===== src/shared/sat_pkg.sv =====
// constants, types and helpers shared by the segment address translator
package sat_pkg;
   localparam int PA_W = 32;
   localparam int RA_W = 24;
   localparam int ENT_W = 32;
   localparam int OFF_W = 16;
   // segment table entry field positions
   localparam int REF_BIT = 0;
   localparam int PRES_BIT = 1;
   localparam int DIRTY_BIT = 2;
   localparam int RD_EN_BIT = 3;
   localparam int WR_EN_BIT = 4;
   localparam int EX_EN_BIT = 5;
   localparam int LVL_LO = 6;
   localparam int LVL_HI = 7;
   localparam int SHR_BIT = 8;
   localparam int LIM_LO = 10;
   localparam int LIM_HI = 14;
   localparam int REL_LO = 15;
   localparam int REL_HI = 31;
   // descriptor field positions
   localparam int DSC_SIZE_LO = 2;
   localparam int DSC_SIZE_HI = 14;
   localparam int DSC_BASE_LO = 15;
   localparam int DSC_BASE_HI = 31;
   // program address fields
   localparam int SEG_LO = 8;
   localparam int SEG_HI = 15;
   localparam int VLIM_LO = 8;
   localparam int VLIM_HI = 12;
   // protection cause codes
   localparam logic [1:0] CAUSE_EXEC = 2'h0;
   localparam logic [1:0] CAUSE_WRITE = 2'h1;
   localparam logic [1:0] CAUSE_READ = 2'h2;
   localparam logic [1:0] CAUSE_LEVEL = 2'h3;
   // values after reset
   localparam logic [RA_W-1:0] RA_RST = 24'h000000;
   localparam logic [ENT_W-1:0] ENT_RST = 32'h00000000;
   localparam logic [PA_W-1:0] DSC_RST = 32'h00000000;

   typedef enum logic [1:0] {ACC_READ, ACC_WRITE, ACC_EXEC} sat_acc_t;

   typedef enum logic [2:0] {
      FLT_NONE, FLT_PROT, FLT_ABSENT, FLT_LIMIT, FLT_SEG_CNT, FLT_SHR_SIZE, FLT_SHR_OFF
   } sat_flt_t;

   typedef struct packed {
      logic [PA_W-1:0] prog_addr;
      sat_acc_t acc;
      logic dma;
   } sat_req_t;

   typedef struct packed {
      sat_flt_t kind;
      logic [1:0] cause;
   } sat_fault_t;

   // base field is in 128-byte units, offset in bytes
   function automatic logic [RA_W-1:0] sat_tbl_addr(input logic [16:0] base, input logic [RA_W-1:0] off);
      return {base, 7'h00} + off;
   endfunction
endpackage


===== src/hdl/sat_addr_calc.sv =====
// table entry addresses, walk faults and relocated address
`timescale 1ns/1ns
module sat_addr_calc (
   input wire logic [sat_pkg::PA_W-1:0] prog_addr_i,
   input wire logic [sat_pkg::PA_W-1:0] proc_desc_i,
   input wire logic [sat_pkg::PA_W-1:0] shr_desc_i,
   input wire logic [sat_pkg::ENT_W-1:0] proc_entry_i,
   input wire logic [sat_pkg::ENT_W-1:0] final_entry_i,
   output logic [sat_pkg::RA_W-1:0] proc_ent_addr_o,
   output logic [sat_pkg::RA_W-1:0] shr_ent_addr_o,
   output logic seg_over_o,
   output logic shr_size_flt_o,
   output logic shr_off_flt_o,
   output logic [sat_pkg::RA_W-1:0] real_addr_o
);
   logic [7:0] seg_idx;
   logic [12:0] seg_cnt, shr_size;
   logic [4:0] proc_size;
   logic [16:0] shr_off;

   assign seg_idx = prog_addr_i[sat_pkg::SEG_HI:sat_pkg::SEG_LO]; // RULE3
   assign seg_cnt = proc_desc_i[sat_pkg::DSC_SIZE_HI:sat_pkg::DSC_SIZE_LO];
   assign seg_over_o = {5'h00, seg_idx} > seg_cnt; // RULE4
   assign proc_ent_addr_o = sat_pkg::sat_tbl_addr(proc_desc_i[sat_pkg::DSC_BASE_HI:sat_pkg::DSC_BASE_LO],
      {13'h0000, seg_idx, 3'h0}); // RULE2 RULE3
   assign shr_size = shr_desc_i[sat_pkg::DSC_SIZE_HI:sat_pkg::DSC_SIZE_LO];
   assign proc_size = proc_entry_i[sat_pkg::LIM_HI:sat_pkg::LIM_LO];
   assign shr_size_flt_o = shr_size < {8'h00, proc_size}; // RULE6
   assign shr_off = proc_entry_i[sat_pkg::REL_HI:sat_pkg::REL_LO];
   assign shr_off_flt_o = shr_off > {1'b0, shr_size, 3'h0}; // RULE18
   assign shr_ent_addr_o = sat_pkg::sat_tbl_addr(shr_desc_i[sat_pkg::DSC_BASE_HI:sat_pkg::DSC_BASE_LO],
      {7'h00, shr_off}); // RULE5 RULE7 RULE15
   // relocation field is real address / 128, plus low offset
   assign real_addr_o = {final_entry_i[sat_pkg::REL_HI:sat_pkg::REL_LO], 7'h00}
      + {8'h00, prog_addr_i[sat_pkg::OFF_W-1:0]}; // RULE1 RULE17
endmodule


===== src/hdl/sat_entry_check.sv =====
// protection checks and flag update on the final segment entry
`timescale 1ns/1ns
module sat_entry_check (
   input wire logic [sat_pkg::ENT_W-1:0] entry_i,
   input wire logic [2:0] modes_i,
   input wire sat_pkg::sat_acc_t acc_i,
   input wire logic [1:0] level_i,
   input wire logic [4:0] virt_lim_i,
   output sat_pkg::sat_fault_t fault_o,
   output logic [sat_pkg::ENT_W-1:0] entry_o
);
   logic present, level_ok, mode_ok, lim_ok;
   logic [1:0] mode_cause;
   logic do_dirty;

   assign present = entry_i[sat_pkg::PRES_BIT];
   assign level_ok = level_i >= entry_i[sat_pkg::LVL_HI:sat_pkg::LVL_LO]; // RULE12
   assign mode_ok = modes_i[acc_i]; // RULE11
   assign mode_cause = (acc_i == sat_pkg::ACC_READ) ? sat_pkg::CAUSE_READ :
      (acc_i == sat_pkg::ACC_WRITE) ? sat_pkg::CAUSE_WRITE : sat_pkg::CAUSE_EXEC; // RULE21
   assign lim_ok = entry_i[sat_pkg::LIM_HI:sat_pkg::LIM_LO] >= virt_lim_i; // RULE16

   // absence hides all other fields; level is judged before mode
   always_comb begin
      fault_o.kind = sat_pkg::FLT_NONE;
      fault_o.cause = 2'h0;
      if (!present) begin
         fault_o.kind = sat_pkg::FLT_ABSENT; // RULE9
      end else if (!level_ok) begin
         fault_o.kind = sat_pkg::FLT_PROT; // RULE13
         fault_o.cause = sat_pkg::CAUSE_LEVEL; // RULE21
      end else if (!mode_ok) begin
         fault_o.kind = sat_pkg::FLT_PROT;
         fault_o.cause = mode_cause;
      end else if (!lim_ok) begin
         fault_o.kind = sat_pkg::FLT_LIMIT;
      end
   end

   assign do_dirty = present && (acc_i == sat_pkg::ACC_WRITE) && (fault_o.kind == sat_pkg::FLT_NONE);

   always_comb begin
      entry_o = entry_i;
      entry_o[sat_pkg::REF_BIT] = 1'b1; // RULE8 RULE9
      entry_o[sat_pkg::DIRTY_BIT] = entry_i[sat_pkg::DIRTY_BIT] | do_dirty; // RULE10
   end
endmodule


===== src/hdl/sat_translator.sv =====
// segment table walk, protection and address translation engine
// Behaviour
// RULE1: translation off passes address; on adds bias
// RULE2: process table of double-word entries, 32 bits used
// RULE3: descriptor base, address bits 15:8 index table
// RULE4: segment index above descriptor count faults
// RULE5: shared entries fetched from shared table
// RULE6: shared descriptor size below entry size faults
// RULE7: shared descriptor base plus process entry offset
// RULE8: reference flag set on access, not DMA
// RULE9: absent entry: only reference set, then fault
// RULE10: dirty set on program write of present segment
// RULE11: read, write, execute enable bits else fault
// RULE12: status level must reach entry access level
// RULE13: level check wins over mode check
// RULE14: software keeps shared bit zero in shared table
// RULE15: shared: AND modes, rest from shared entry
// RULE16: limit field below address bits 12:8 faults
// RULE17: private relocation field is address over 128
// RULE18: shared offset beyond table bytes faults
// RULE19: software clears trailing relocation bits
// RULE20: software zeroes reserved entry fields
// RULE21: cause codes execute, write, read, level
// RULE22: one fault strobe, memory access suppressed
`timescale 1ns/1ns
module sat_translator (
   input wire logic core_clk_i,
   input wire logic rst_i,
   // processor side
   input wire logic xlat_enable_i,
   input wire logic [sat_pkg::PA_W-1:0] proc_desc_i,
   input wire logic [sat_pkg::PA_W-1:0] shr_desc_i,
   input wire logic [1:0] pstat_level_i,
   input wire logic req_valid_i,
   input wire sat_pkg::sat_req_t req_i,
   output logic busy_o,
   output logic done_o,
   output logic fault_o,
   output sat_pkg::sat_fault_t fault_info_o,
   // translated memory access
   output logic mem_req_o,
   output logic [sat_pkg::RA_W-1:0] mem_addr_o,
   output sat_pkg::sat_acc_t mem_acc_o,
   // segment table access
   output logic tbl_rd_o,
   output logic tbl_wr_o,
   output logic [sat_pkg::RA_W-1:0] tbl_addr_o,
   output logic [sat_pkg::ENT_W-1:0] tbl_wdata_o,
   input wire logic [sat_pkg::ENT_W-1:0] tbl_rdata_i,
   input wire logic tbl_ack_i
);
   typedef enum logic [2:0] {
      ST_IDLE, ST_START, ST_PROC_RD, ST_SPLIT, ST_SHR_RD, ST_CHECK, ST_WB
   } sat_state_t;

   sat_state_t state_q;
   sat_state_t state_d;
   sat_pkg::sat_req_t req_q;
   sat_pkg::sat_req_t req_d;
   logic enable_q;
   logic enable_d;
   logic [1:0] level_q;
   logic [1:0] level_d;
   logic [sat_pkg::PA_W-1:0] pdesc_q;
   logic [sat_pkg::PA_W-1:0] pdesc_d;
   logic [sat_pkg::PA_W-1:0] sdesc_q;
   logic [sat_pkg::PA_W-1:0] sdesc_d;
   logic [sat_pkg::ENT_W-1:0] proc_ent_q;
   logic [sat_pkg::ENT_W-1:0] proc_ent_d;
   logic [sat_pkg::ENT_W-1:0] shr_ent_q;
   logic [sat_pkg::ENT_W-1:0] shr_ent_d;
   logic shared_q;
   logic shared_d;
   sat_pkg::sat_fault_t flt_q;
   sat_pkg::sat_fault_t flt_d;
   logic [sat_pkg::RA_W-1:0] real_q;
   logic [sat_pkg::RA_W-1:0] real_d;
   logic [sat_pkg::RA_W-1:0] tbl_addr_q;
   logic [sat_pkg::RA_W-1:0] tbl_addr_d;
   logic [sat_pkg::ENT_W-1:0] tbl_wdata_q;
   logic [sat_pkg::ENT_W-1:0] tbl_wdata_d;
   logic done_q;
   logic done_d;
   logic fault_q;
   logic fault_d;
   sat_pkg::sat_fault_t info_q;
   sat_pkg::sat_fault_t info_d;
   logic mem_req_q;
   logic mem_req_d;
   logic [sat_pkg::RA_W-1:0] mem_addr_q;
   logic [sat_pkg::RA_W-1:0] mem_addr_d;
   sat_pkg::sat_acc_t mem_acc_q;
   sat_pkg::sat_acc_t mem_acc_d;

   // walk decode
   logic [sat_pkg::ENT_W-1:0] final_entry;
   logic [2:0] modes;
   logic [sat_pkg::RA_W-1:0] proc_ent_addr;
   logic [sat_pkg::RA_W-1:0] shr_ent_addr;
   logic seg_over;
   logic shr_size_flt;
   logic shr_off_flt;
   logic [sat_pkg::RA_W-1:0] xlat_addr;
   sat_pkg::sat_fault_t chk_fault;
   logic [sat_pkg::ENT_W-1:0] chk_entry;
   logic proc_present;
   logic proc_shared;
   logic needs_wb;
   logic [4:0] virt_lim;

   // shared: modes ANDed, the rest from the shared entry
   assign final_entry = shared_q ? shr_ent_q : proc_ent_q; // RULE15
   assign modes = shared_q ?
      (proc_ent_q[sat_pkg::EX_EN_BIT:sat_pkg::RD_EN_BIT] & shr_ent_q[sat_pkg::EX_EN_BIT:sat_pkg::RD_EN_BIT]) :
      proc_ent_q[sat_pkg::EX_EN_BIT:sat_pkg::RD_EN_BIT]; // RULE15
   assign proc_present = proc_ent_q[sat_pkg::PRES_BIT];
   // shared bit only counts on a present entry
   assign proc_shared = proc_present && proc_ent_q[sat_pkg::SHR_BIT]; // RULE9 RULE14
   assign virt_lim = req_q.prog_addr[sat_pkg::VLIM_HI:sat_pkg::VLIM_LO];
   // dma leaves the entry as it was
   assign needs_wb = !req_q.dma && (chk_entry != final_entry); // RULE8 RULE10

   sat_addr_calc u_addr (
      .prog_addr_i(req_q.prog_addr),
      .proc_desc_i(pdesc_q),
      .shr_desc_i(sdesc_q),
      .proc_entry_i(proc_ent_q),
      .final_entry_i(final_entry),
      .proc_ent_addr_o(proc_ent_addr),
      .shr_ent_addr_o(shr_ent_addr),
      .seg_over_o(seg_over),
      .shr_size_flt_o(shr_size_flt),
      .shr_off_flt_o(shr_off_flt),
      .real_addr_o(xlat_addr)
   );

   sat_entry_check u_check (
      .entry_i(final_entry),
      .modes_i(modes),
      .acc_i(req_q.acc),
      .level_i(level_q),
      .virt_lim_i(virt_lim),
      .fault_o(chk_fault),
      .entry_o(chk_entry)
   );

   always_comb begin
      state_d = state_q;
      req_d = req_q;
      enable_d = enable_q;
      level_d = level_q;
      pdesc_d = pdesc_q;
      sdesc_d = sdesc_q;
      proc_ent_d = proc_ent_q;
      shr_ent_d = shr_ent_q;
      shared_d = shared_q;
      flt_d = flt_q;
      real_d = real_q;
      tbl_addr_d = tbl_addr_q;
      tbl_wdata_d = tbl_wdata_q;
      done_d = 1'b0;
      fault_d = 1'b0;
      info_d = info_q;
      mem_req_d = 1'b0;
      mem_addr_d = mem_addr_q;
      mem_acc_d = mem_acc_q;
      case (state_q)
         ST_IDLE: begin
            if (req_valid_i) begin
               // context frozen for the whole walk
               req_d = req_i;
               enable_d = xlat_enable_i;
               level_d = pstat_level_i;
               pdesc_d = proc_desc_i;
               sdesc_d = shr_desc_i;
               shared_d = 1'b0;
               flt_d = '0;
               state_d = ST_START;
            end
         end
         ST_START: begin
            if (!enable_q) begin
               real_d = req_q.prog_addr[sat_pkg::RA_W-1:0]; // RULE1
               state_d = ST_IDLE;
               done_d = 1'b1;
               mem_req_d = 1'b1;
               mem_addr_d = req_q.prog_addr[sat_pkg::RA_W-1:0]; // RULE1
               mem_acc_d = req_q.acc;
               info_d = '0;
            end else if (seg_over) begin
               state_d = ST_IDLE;
               done_d = 1'b1;
               fault_d = 1'b1; // RULE4 RULE22
               info_d = '{sat_pkg::FLT_SEG_CNT, 2'h0};
            end else begin
               tbl_addr_d = proc_ent_addr; // RULE3
               state_d = ST_PROC_RD;
            end
         end
         ST_PROC_RD: begin
            if (tbl_ack_i) begin
               proc_ent_d = tbl_rdata_i; // RULE2
               state_d = ST_SPLIT;
            end
         end
         ST_SPLIT: begin
            if (!proc_shared) begin
               state_d = ST_CHECK;
            end else if (shr_size_flt) begin
               // shared table never touched on a size mismatch
               state_d = ST_IDLE;
               done_d = 1'b1;
               fault_d = 1'b1; // RULE6 RULE22
               info_d = '{sat_pkg::FLT_SHR_SIZE, 2'h0};
            end else if (shr_off_flt) begin
               state_d = ST_IDLE;
               done_d = 1'b1;
               fault_d = 1'b1; // RULE18 RULE22
               info_d = '{sat_pkg::FLT_SHR_OFF, 2'h0};
            end else begin
               tbl_addr_d = shr_ent_addr; // RULE5 RULE7
               shared_d = 1'b1;
               state_d = ST_SHR_RD;
            end
         end
         ST_SHR_RD: begin
            if (tbl_ack_i) begin
               shr_ent_d = tbl_rdata_i; // RULE5
               state_d = ST_CHECK;
            end
         end
         ST_CHECK: begin
            flt_d = chk_fault;
            real_d = xlat_addr; // RULE1 RULE7 RULE17
            tbl_wdata_d = chk_entry;
            tbl_addr_d = shared_q ? shr_ent_addr : proc_ent_addr;
            if (needs_wb) begin
               state_d = ST_WB; // RULE8
            end else begin
               state_d = ST_IDLE;
               done_d = 1'b1;
               fault_d = chk_fault.kind != sat_pkg::FLT_NONE; // RULE22
               info_d = chk_fault;
               mem_req_d = chk_fault.kind == sat_pkg::FLT_NONE; // RULE22
               mem_addr_d = xlat_addr;
               mem_acc_d = req_q.acc;
            end
         end
         ST_WB: begin
            // flags written back before the result is reported
            if (tbl_ack_i) begin
               state_d = ST_IDLE;
               done_d = 1'b1;
               fault_d = flt_q.kind != sat_pkg::FLT_NONE; // RULE22
               info_d = flt_q;
               mem_req_d = flt_q.kind == sat_pkg::FLT_NONE; // RULE22
               mem_addr_d = real_q;
               mem_acc_d = req_q.acc;
            end
         end
         default: begin
            state_d = ST_IDLE;
         end
      endcase
   end

   always_ff @(posedge core_clk_i) begin
      if (rst_i) begin
         state_q <= ST_IDLE;
         done_q <= 1'b0;
         fault_q <= 1'b0;
         mem_req_q <= 1'b0;
      end else begin
         state_q <= state_d;
         done_q <= done_d;
         fault_q <= fault_d;
         mem_req_q <= mem_req_d;
      end
   end

   always_ff @(posedge core_clk_i) begin
      if (rst_i) begin
         req_q <= '0;
         enable_q <= 1'b0;
         level_q <= 2'h0;
         pdesc_q <= sat_pkg::DSC_RST;
         sdesc_q <= sat_pkg::DSC_RST;
      end else begin
         req_q <= req_d;
         enable_q <= enable_d;
         level_q <= level_d;
         pdesc_q <= pdesc_d;
         sdesc_q <= sdesc_d;
      end
   end

   always_ff @(posedge core_clk_i) begin
      if (rst_i) begin
         proc_ent_q <= sat_pkg::ENT_RST;
         shr_ent_q <= sat_pkg::ENT_RST;
         shared_q <= 1'b0;
         flt_q <= '0;
         real_q <= sat_pkg::RA_RST;
      end else begin
         proc_ent_q <= proc_ent_d;
         shr_ent_q <= shr_ent_d;
         shared_q <= shared_d;
         flt_q <= flt_d;
         real_q <= real_d;
      end
   end

   always_ff @(posedge core_clk_i) begin
      if (rst_i) begin
         tbl_addr_q <= sat_pkg::RA_RST;
         tbl_wdata_q <= sat_pkg::ENT_RST;
         info_q <= '0;
         mem_addr_q <= sat_pkg::RA_RST;
         mem_acc_q <= sat_pkg::ACC_READ;
      end else begin
         tbl_addr_q <= tbl_addr_d;
         tbl_wdata_q <= tbl_wdata_d;
         info_q <= info_d;
         mem_addr_q <= mem_addr_d;
         mem_acc_q <= mem_acc_d;
      end
   end

   assign busy_o = state_q != ST_IDLE;
   assign done_o = done_q;
   assign fault_o = fault_q; // RULE22
   assign fault_info_o = info_q; // RULE21
   assign mem_req_o = mem_req_q;
   assign mem_addr_o = mem_addr_q;
   assign mem_acc_o = mem_acc_q;
   assign tbl_rd_o = (state_q == ST_PROC_RD) || (state_q == ST_SHR_RD);
   assign tbl_wr_o = state_q == ST_WB;
   assign tbl_addr_o = tbl_addr_q;
   assign tbl_wdata_o = tbl_wdata_q;
endmodule


===== config.mk =====
export PLATFORM = sky130hd
export DESIGN_NAME = sat_translator
export DESIGN_NICKNAME = d
export VERILOG_FILES = /design/src/shared/sat_pkg.sv /design/src/hdl/sat_addr_calc.sv /design/src/hdl/sat_entry_check.sv /design/src/hdl/sat_translator.sv
export SDC_FILE = /design/constraint.sdc
export NUM_CORES = 1
export LEC_CHECK = 0
export ABC_AREA = 0
export BUFFER_PORTS_ARGS = -buffer_cell sky130_fd_sc_hd__buf_4
export CORE_ASPECT_RATIO = 1.2
export CORE_MARGIN = 2
export CORE_UTILIZATION = 36
export CTS_BUF_LIST = sky130_fd_sc_hd__clkbuf_2
export DETAILED_ROUTE_END_ITERATION = 16
export PLACE_DENSITY = 0.67
export SLEW_MARGIN = 15
export SYNTH_ARGS = -nofsm -noshare
export SYNTH_HDL_FRONTEND = slang
export SYNTH_SLANG_ARGS = --single-unit

===== constraint.sdc =====
create_clock -name core_clk_i -period 3.5 [get_ports core_clk_i]
set_input_delay 0.525 -clock core_clk_i [delete_from_list [all_inputs] [get_ports core_clk_i]]
set_output_delay 0.525 -clock core_clk_i [all_outputs]
set_load 0.03 [all_outputs]

# ---- Yosys cells after proc, flatten, opt, wreduce, memory -nomap -nowiden
# Index checks and enable logic that the tools add are counted.
dict set report totals {
  register_bits 281
  in_bits 138
  output_inout_bits 93
}
dict set report op_classes {
  add_sub_neg 3
  magnitude_cmp 6
  eq_ne 21
  n_mux 70
  n_bitwise 2
  n_reduce_logical 29
}
# op count
set op_table {}
lappend op_table {{2-to-1 mux 24 bit} 9}
lappend op_table {{one-hot mux 24 bit (3 select lines)} 2}
lappend op_table {{one-hot mux 24 bit (2 select lines)} 1}
lappend op_table {{2-to-1 mux 5 bit} 9}
lappend op_table {{2-to-1 mux 32 bit} 1}
lappend op_table {{2-to-1 mux 3 bit} 10}
lappend op_table {{adder 24 x 11 -> 24 bit} 1}
lappend op_table {{adder 24 x 16 -> 24 bit} 1}
lappend op_table {{adder 24 x 17 -> 24 bit} 1}
lappend op_table {{one-hot mux 3 bit (7 select lines)} 1}
lappend op_table {{2-to-1 mux 2 bit} 10}
lappend op_table {{inequality test 2 bit, second input constant} 10}
lappend op_table {{one-hot mux 5 bit (4 select lines)} 1}
lappend op_table {{2-to-1 mux 1 bit} 19}
lappend op_table {{> comparator 17 x 16 -> 1 bit} 1}
lappend op_table {{nonzero test 3 bit} 5}
lappend op_table {{> comparator 8 x 13 -> 1 bit} 1}
lappend op_table {{less-than comparator 13 x 5 -> 1 bit} 1}
lappend op_table {{AND reduction 6 bit} 2}
lappend op_table {{one-hot mux 5 bit (2 select lines)} 1}
lappend op_table {{AND reduction 2 bit} 5}
lappend op_table {{equality test 3 bit, second input constant} 3}
lappend op_table {{logical NOT 3 bit} 3}
lappend op_table {{one-hot mux 1 bit (4 select lines)} 2}
lappend op_table {{other kinds (23)} 31}

# ---- Logic depth before layout (Yosys ltp)
dict set report depth {
  word_depth 14
  mapped_depth 14
}

# ---- Cells and area by module
# A second synthesis with hierarchy kept.
dict set report unflattened {
  cells_unflattened 1873
  hier_area_um2 14886.8
}
# mod instances cells_per_inst area_per_inst_um2 seq_area_each_um2
set by_module_without_submodules {}
lappend by_module_without_submodules {sat_translator 1 1479 12027.8 5785.5}
lappend by_module_without_submodules {sat_addr_calc 1 326 2363.5 0.0}
lappend by_module_without_submodules {sat_entry_check 1 68 495.5 0.0}

# ---- Worst setup path after synthesis
# OpenSTA, ideal clock, no wires.
dict set report synth_timing {
  path_kind {reg2reg}
  start {register shared_q}
  end {register mem_addr_q (netlist bit mem_addr_o[23])}
  t_arrival_ns 3.315
  required_time_ns 3.363
  setup_slack_ns 0.049
  stages_incl_launch_ff 14
  n_path_buf 3
  path_cell_list {dfxtp_1 buf_2 buf_1 buf_1 o21ai_0 ha_1 fa_1 a211oi_1 o21ai_0 a31oi_1 nor2_1 and4_1 o21ai_0 a31oi_1}
}
dict set report synth_via {
  word_cells_on_any_way 21
  classes_between {1 x add/sub; 2 x order compare; 2 x eq/ne; 10 x mux; 1 x bitwise; 5 x reduce/logical}
}
# element line
set synth_rtl {}
lappend synth_rtl {{from (decl)} sat_translator.sv:72} ;# logic shared_q;
lappend synth_rtl {{from (signal assigned)} sat_translator.sv:307} ;# shared_q <= shared_d;
lappend synth_rtl {{2-to-1 mux 32 bit} sat_translator.sv:112} ;# assign final_entry = shared_q ? shr_ent_q : proc_ent_q;
lappend synth_rtl {{via chk_entry (one bit)} sat_translator.sv:105} ;# logic [sat_pkg::ENT_W-1:0] chk_entry;
lappend synth_rtl {{adder 24 x 16 -> 24 bit} sat_addr_calc.sv:35} ;# + {8'h00, prog_addr_i[sat_pkg::OFF_W-1:0]};
lappend synth_rtl {{2-to-1 mux 24 bit} sat_translator.sv:237} ;# if (needs_wb) begin
lappend synth_rtl {{one-hot mux 24 bit (3 select lines)} sat_translator.sv:167} ;# case (state_q)
lappend synth_rtl {{to (signal assigned)} sat_translator.sv:318} ;# mem_addr_q <= sat_pkg::RA_RST;
lappend synth_rtl {{to (signal assigned)} sat_translator.sv:324} ;# mem_addr_q <= mem_addr_d;
lappend synth_rtl {{to (decl)} sat_translator.sv:90} ;# logic [sat_pkg::RA_W-1:0] mem_addr_q;
# The timed path passes the listed nets, and every way through them passes these cells. The select of a mux whose other input is x is not followed.
# A chain may end at the register's enable or synchronous reset.

# ---- Final worst setup path
dict set report layout_timing {
  start {register shared_q}
  end {register real_q[23] (netlist name)}
}
dict set report layout_via {
  elab_chain_cells 3
}
# element line
set layout_lines {}
lappend layout_lines {{2-to-1 mux 32 bit} sat_translator.sv:112}
lappend layout_lines {{via chk_entry (one bit)} sat_translator.sv:105}
lappend layout_lines {{adder 24 x 16 -> 24 bit} sat_addr_calc.sv:35}
lappend layout_lines {{one-hot mux 24 bit (2 select lines)} sat_translator.sv:167}
lappend layout_lines {{to (signal assigned)} sat_translator.sv:303} ;# real_q <= sat_pkg::RA_RST;
lappend layout_lines {{to (signal assigned)} sat_translator.sv:309} ;# real_q <= real_d;
lappend layout_lines {{to (decl)} sat_translator.sv:76} ;# logic [sat_pkg::RA_W-1:0] real_q;
# The timed path passes the listed nets, and every way through them passes these cells.

==> results by group <==
Critical path
  – Crit Path Category: reg2reg
  – Worst path depth: 12
  – R2R cell count: 12
  – Critical Path Fanout Max: 23
  – CP arrival: 4.02 ns
  – Slowest-stage cell, CP: dfxtp_4
  – Flop-to-flop setup slack: 0.21 ns
  – Critical Path RT: 4.23 ns
  – Top delay family on crit path: compound AO/OA/AOI/OAI gates
  – Worst path max stage delay: 0.45 ns
  – Startpoint types: flip-flop
  – CP most frequent cell: o21ai_0
  – CP bufs+invs: 1
  – Crit end category: flip-flop
  – CP Cell Sequence: buf_4 > nand2_1 > o21ai_0 > ha_1 > fa_1 > a211oi_1 > o21ai_0 > a31oi_2 > nor2_1 > and4_1 > o21ai_0 > a21oi_1

Floorplan
  – Starting density of the core: 36.50%
  – Die ar.: 0.03790 mm²
  – Die width: 178.0 µm
  – Die Y: 212.9 µm
  – Core area: 0.03585 mm²
  – Std cell rows: 76
  – IO Count: 231

Clock tree
  – H-tree Lvls: 3
  – CTS tree: built
  – Worst-Skew Late Latency: 0.91 ns
  – Num CTS Buffers: 72
  – CTS Sinks: 276
  – Max Buffers Root-to-Sink: 3
  – Clock root buffer: clkbuf_2
  – Clock transition at path regs: 0.10 ns

Routing
  – Drt drc: 0
  – Post-Route WL: 44850 µm
  – Routed wire per std cell: 17.64 µm
  – Vias per cell: 5.335
  – Initial drt markers: 1019
  – Vias: 13570
  – Router iterations before antenna repair: 5
  – DRT antenna net count: 0

Power and ir drop
  – Switching Fraction: 30.97%
  – Sw Pwr: 2.053 mW
  – Comb pwr share: 16.5%
  – Sequential share of power: 51.1%
  – Clock power frac: 32.4%
  – Worst VDD drop: 0.0002091 V
  – Power per cell area: 384.1 mW/mm²
  – LEAKAGE: 6.975 nW
  – Internal power: 4.578 mW

Place
  – DP Wirelength: 31400 µm
  – PortBufs: 218
  – Post-Place Worst Slack: 0.1601 ns
  – Gpl congestion: 0.8947

Logic synthesis
  – Synth Flop Type: dfxtp_1
  – Largest area contributor in the netlist: dfxtp_1
  – Sequential share of the synthesized area: 42.22%
  – Post-Synthesis Cells: 1671
  – Post-synthesis cell type count: 73
  – Post-Syn Area: 0.01309 mm²
  – Synth area leaders: dfxtp_1, nand2_1, a21oi_1
  – Synth top area share: 42.22%
  – Ys Warns: 0
  – Synthesized Nets: 1867
  – EDFF count, synth: 0
  – Mapped Avg Cell Area: 7.831 µm²
  – Ys async rst share: 0%
  – Register bit total from synthesis: 276

Final layout
  – Final nets: 2230
  – Share of cells above drive strength 1: 18.96%
  – Area grow syn2layout: 31.92%
  – Core Util, Final: 48.16%

STA
  – Worst slew pin tran: 1.114 ns
  – Fin worst setup slack: 0.2084 ns
  – Final period utilization: 94.05%
  – Slew Limit Fails: 0
  – RSZ-0062 raised after global routing: no
  – Final Hold Vio Count: 0
  – Peak Freq: 303.8 MHz
  – Setup-failing EPs final: 0
  – Post-route minimum period: 3.292 ns
  – TNS Setup: 0 ns
  – Worst slew margin: 25.77%
  – Setup Skew: 0.1015 ns

Run status
  – Status: finished, final reports clean

Run
  – Max-Cap Viols: 0

GRT
  – GR Util All Layers: 23.26%
  – Global route total overflow: 0
  – First-pass GRT wire length: 68520 µm
  – Pin count of the biggest net entering global routing: 210
  – Initial antenna violation count: 4
  – Number of global-route vias before repair: 13130

Min path
  – HP Class: in2reg
  – Hold Path Depth: 4
-- layout by cell type, fill, tap and decap left out, types with 6 or more instances in the layout --
cell type,Yosys,routed
a22oi_1,10,10
a211oi_1,37,37
ha_1,55,55
nand4_1,20,20
mux2i_1,20,20
xnor2_1,18,18
xor2_1,18,18
o311a_1,8,8
dfxtp_1,276,274
a311oi_1,15,15
a21oi_1,212,212
o221ai_1,8,8
o21ai_0,56,55
o22ai_1,10,10
buf_4,1,253
nor3_1,35,34
inv_1,48,48
nand2b_1,8,8
a21o_1,8,8
o21a_1,6,6
nor2b_1,10,10
clkbuf_2,0,99
nor2_1,127,127
and3_1,11,11
dlygate4sd3_1,0,140
nand2_1,411,410
clkinv_1,1,8
nand3_1,20,20
a31oi_1,15,13
mux2_2,8,8
a221oi_1,11,11
-- cell type report --
class	count	area (µm²)
antenna	2	5.005
clock buffer	99	495.5
clock inverter	14	88.84
fill	3545	18590
inverter	49	183.9
multi-input combinational	1237	6992
sequential	276	5530
tap	468	585.6
timing repair buffer	398	3383
-- worst register-to-register path: stages (launching register included) --
cell and delay [ns]:
dfxtp_4 0.45, buf_4 0.19, nand2_1 0.05, o21ai_0 0.16
ha_1 0.28, fa_1 0.44, a211oi_1 0.39, o21ai_0 0.24
a31oi_2 0.29, nor2_1 0.11, and4_1 0.20, o21ai_0 0.23
a21oi_1 0.11
-- sequential cells by signal (all words and copies together), names as in the netlist, 2 cells and up --
register and flops:
proc_ent_q 32, level_q 2, sdesc_q 30, mem_acc_o 2
flt_q 4, pdesc_q 30, tbl_addr_o 24, real_q 24
tbl_wdata_o 32, state_q 3, shr_ent_q 32, mem_addr_o 24
req_q 27, fault_info_o 5
-- logic make-up after synthesis --
group,share of synthesized area [%]
flops,42.22
compound gates,20.81
simple gates,21.94
xor+xnor,2.409
fa+ha+maj,5.718
buf+inv,4.675
mux,2.218
-- worst paths after layout --
check	from	end
setup / recovery	shared_q$_SDFFE_PP0P_	real_q[23]$_SDFFE_PP0P_
hold / removal	proc_desc_i[21]	pdesc_q[21]$_SDFFE_PP0P_
setup reg to reg	shared_q$_SDFFE_PP0P_	real_q[23]$_SDFFE_PP0P_
hold reg to reg	real_q[2]$_SDFFE_PP0P_	mem_addr_o[2]$_SDFFE_PP0P_
-- power by group through the flow --
stage	Sequential (mW)	Combinational, mW	Clock, mW
after CTS	3.39	1.09	2.22
after global routing	3.40	1.19	2.38
after detailed placement	3.46	0.958	0
after global placement	3.45	0.938	0
final	3.39	1.09	2.15
after floorplan	3.49	0.513	0
-- cell usage after synthesis, types with 6 or more instances --
master / count
xor2_1: 18
a221oi_1: 11
nor3_1: 35
a311oi_1: 15
nor2b_1: 10
ha_1: 55
o21a_1: 6
a31oi_1: 15
nand2b_1: 8
a211oi_1: 37
a21o_1: 8
a21oi_1: 212
xnor2_1: 18
buf_2: 6
clkbuf_1: 94
nor2_1: 127
buf_1: 7
mux2i_1: 20
nand3_1: 20
and3_1: 11
o22ai_1: 10
nand2_1: 411
a22oi_1: 10
mux2_2: 8
o311a_1: 8
o21ai_0: 56
nand4_1: 20
inv_1: 48
o221ai_1: 8
dfxtp_1: 276
nor4_1: 6
-- through the flow --
stage	area (µm²)	hold slack [ns]	cells	power (mW)
6_report	17260	0.4122	2543	6.631
3_3_place_gp	15260	0.4408	2288	4.391
3_5_place_dp	15260	0.4467	2288	4.415
4_1_cts	17250	0.3443	2541	6.696
2_1_floorplan	13090	0.4318	1671	4.004
5_1_grt	17260	0.3672	2543	6.973
-- metal layers --
layer	share of wire (%)	track usage, %
met5	0.060	0
met4	4.5	11.79
met3	6.6	3.953
met2	48	39.82
met1	41	27.99
-- timing repair --
item	4_1_cts	5_1_grt
endpoints found under the setup margin	1	7
setup buffers	0	0
resized for setup	1	3
endpoints found under the hold margin	169	0
hold buffers	140	0
(Power assumes the default switching activity.)
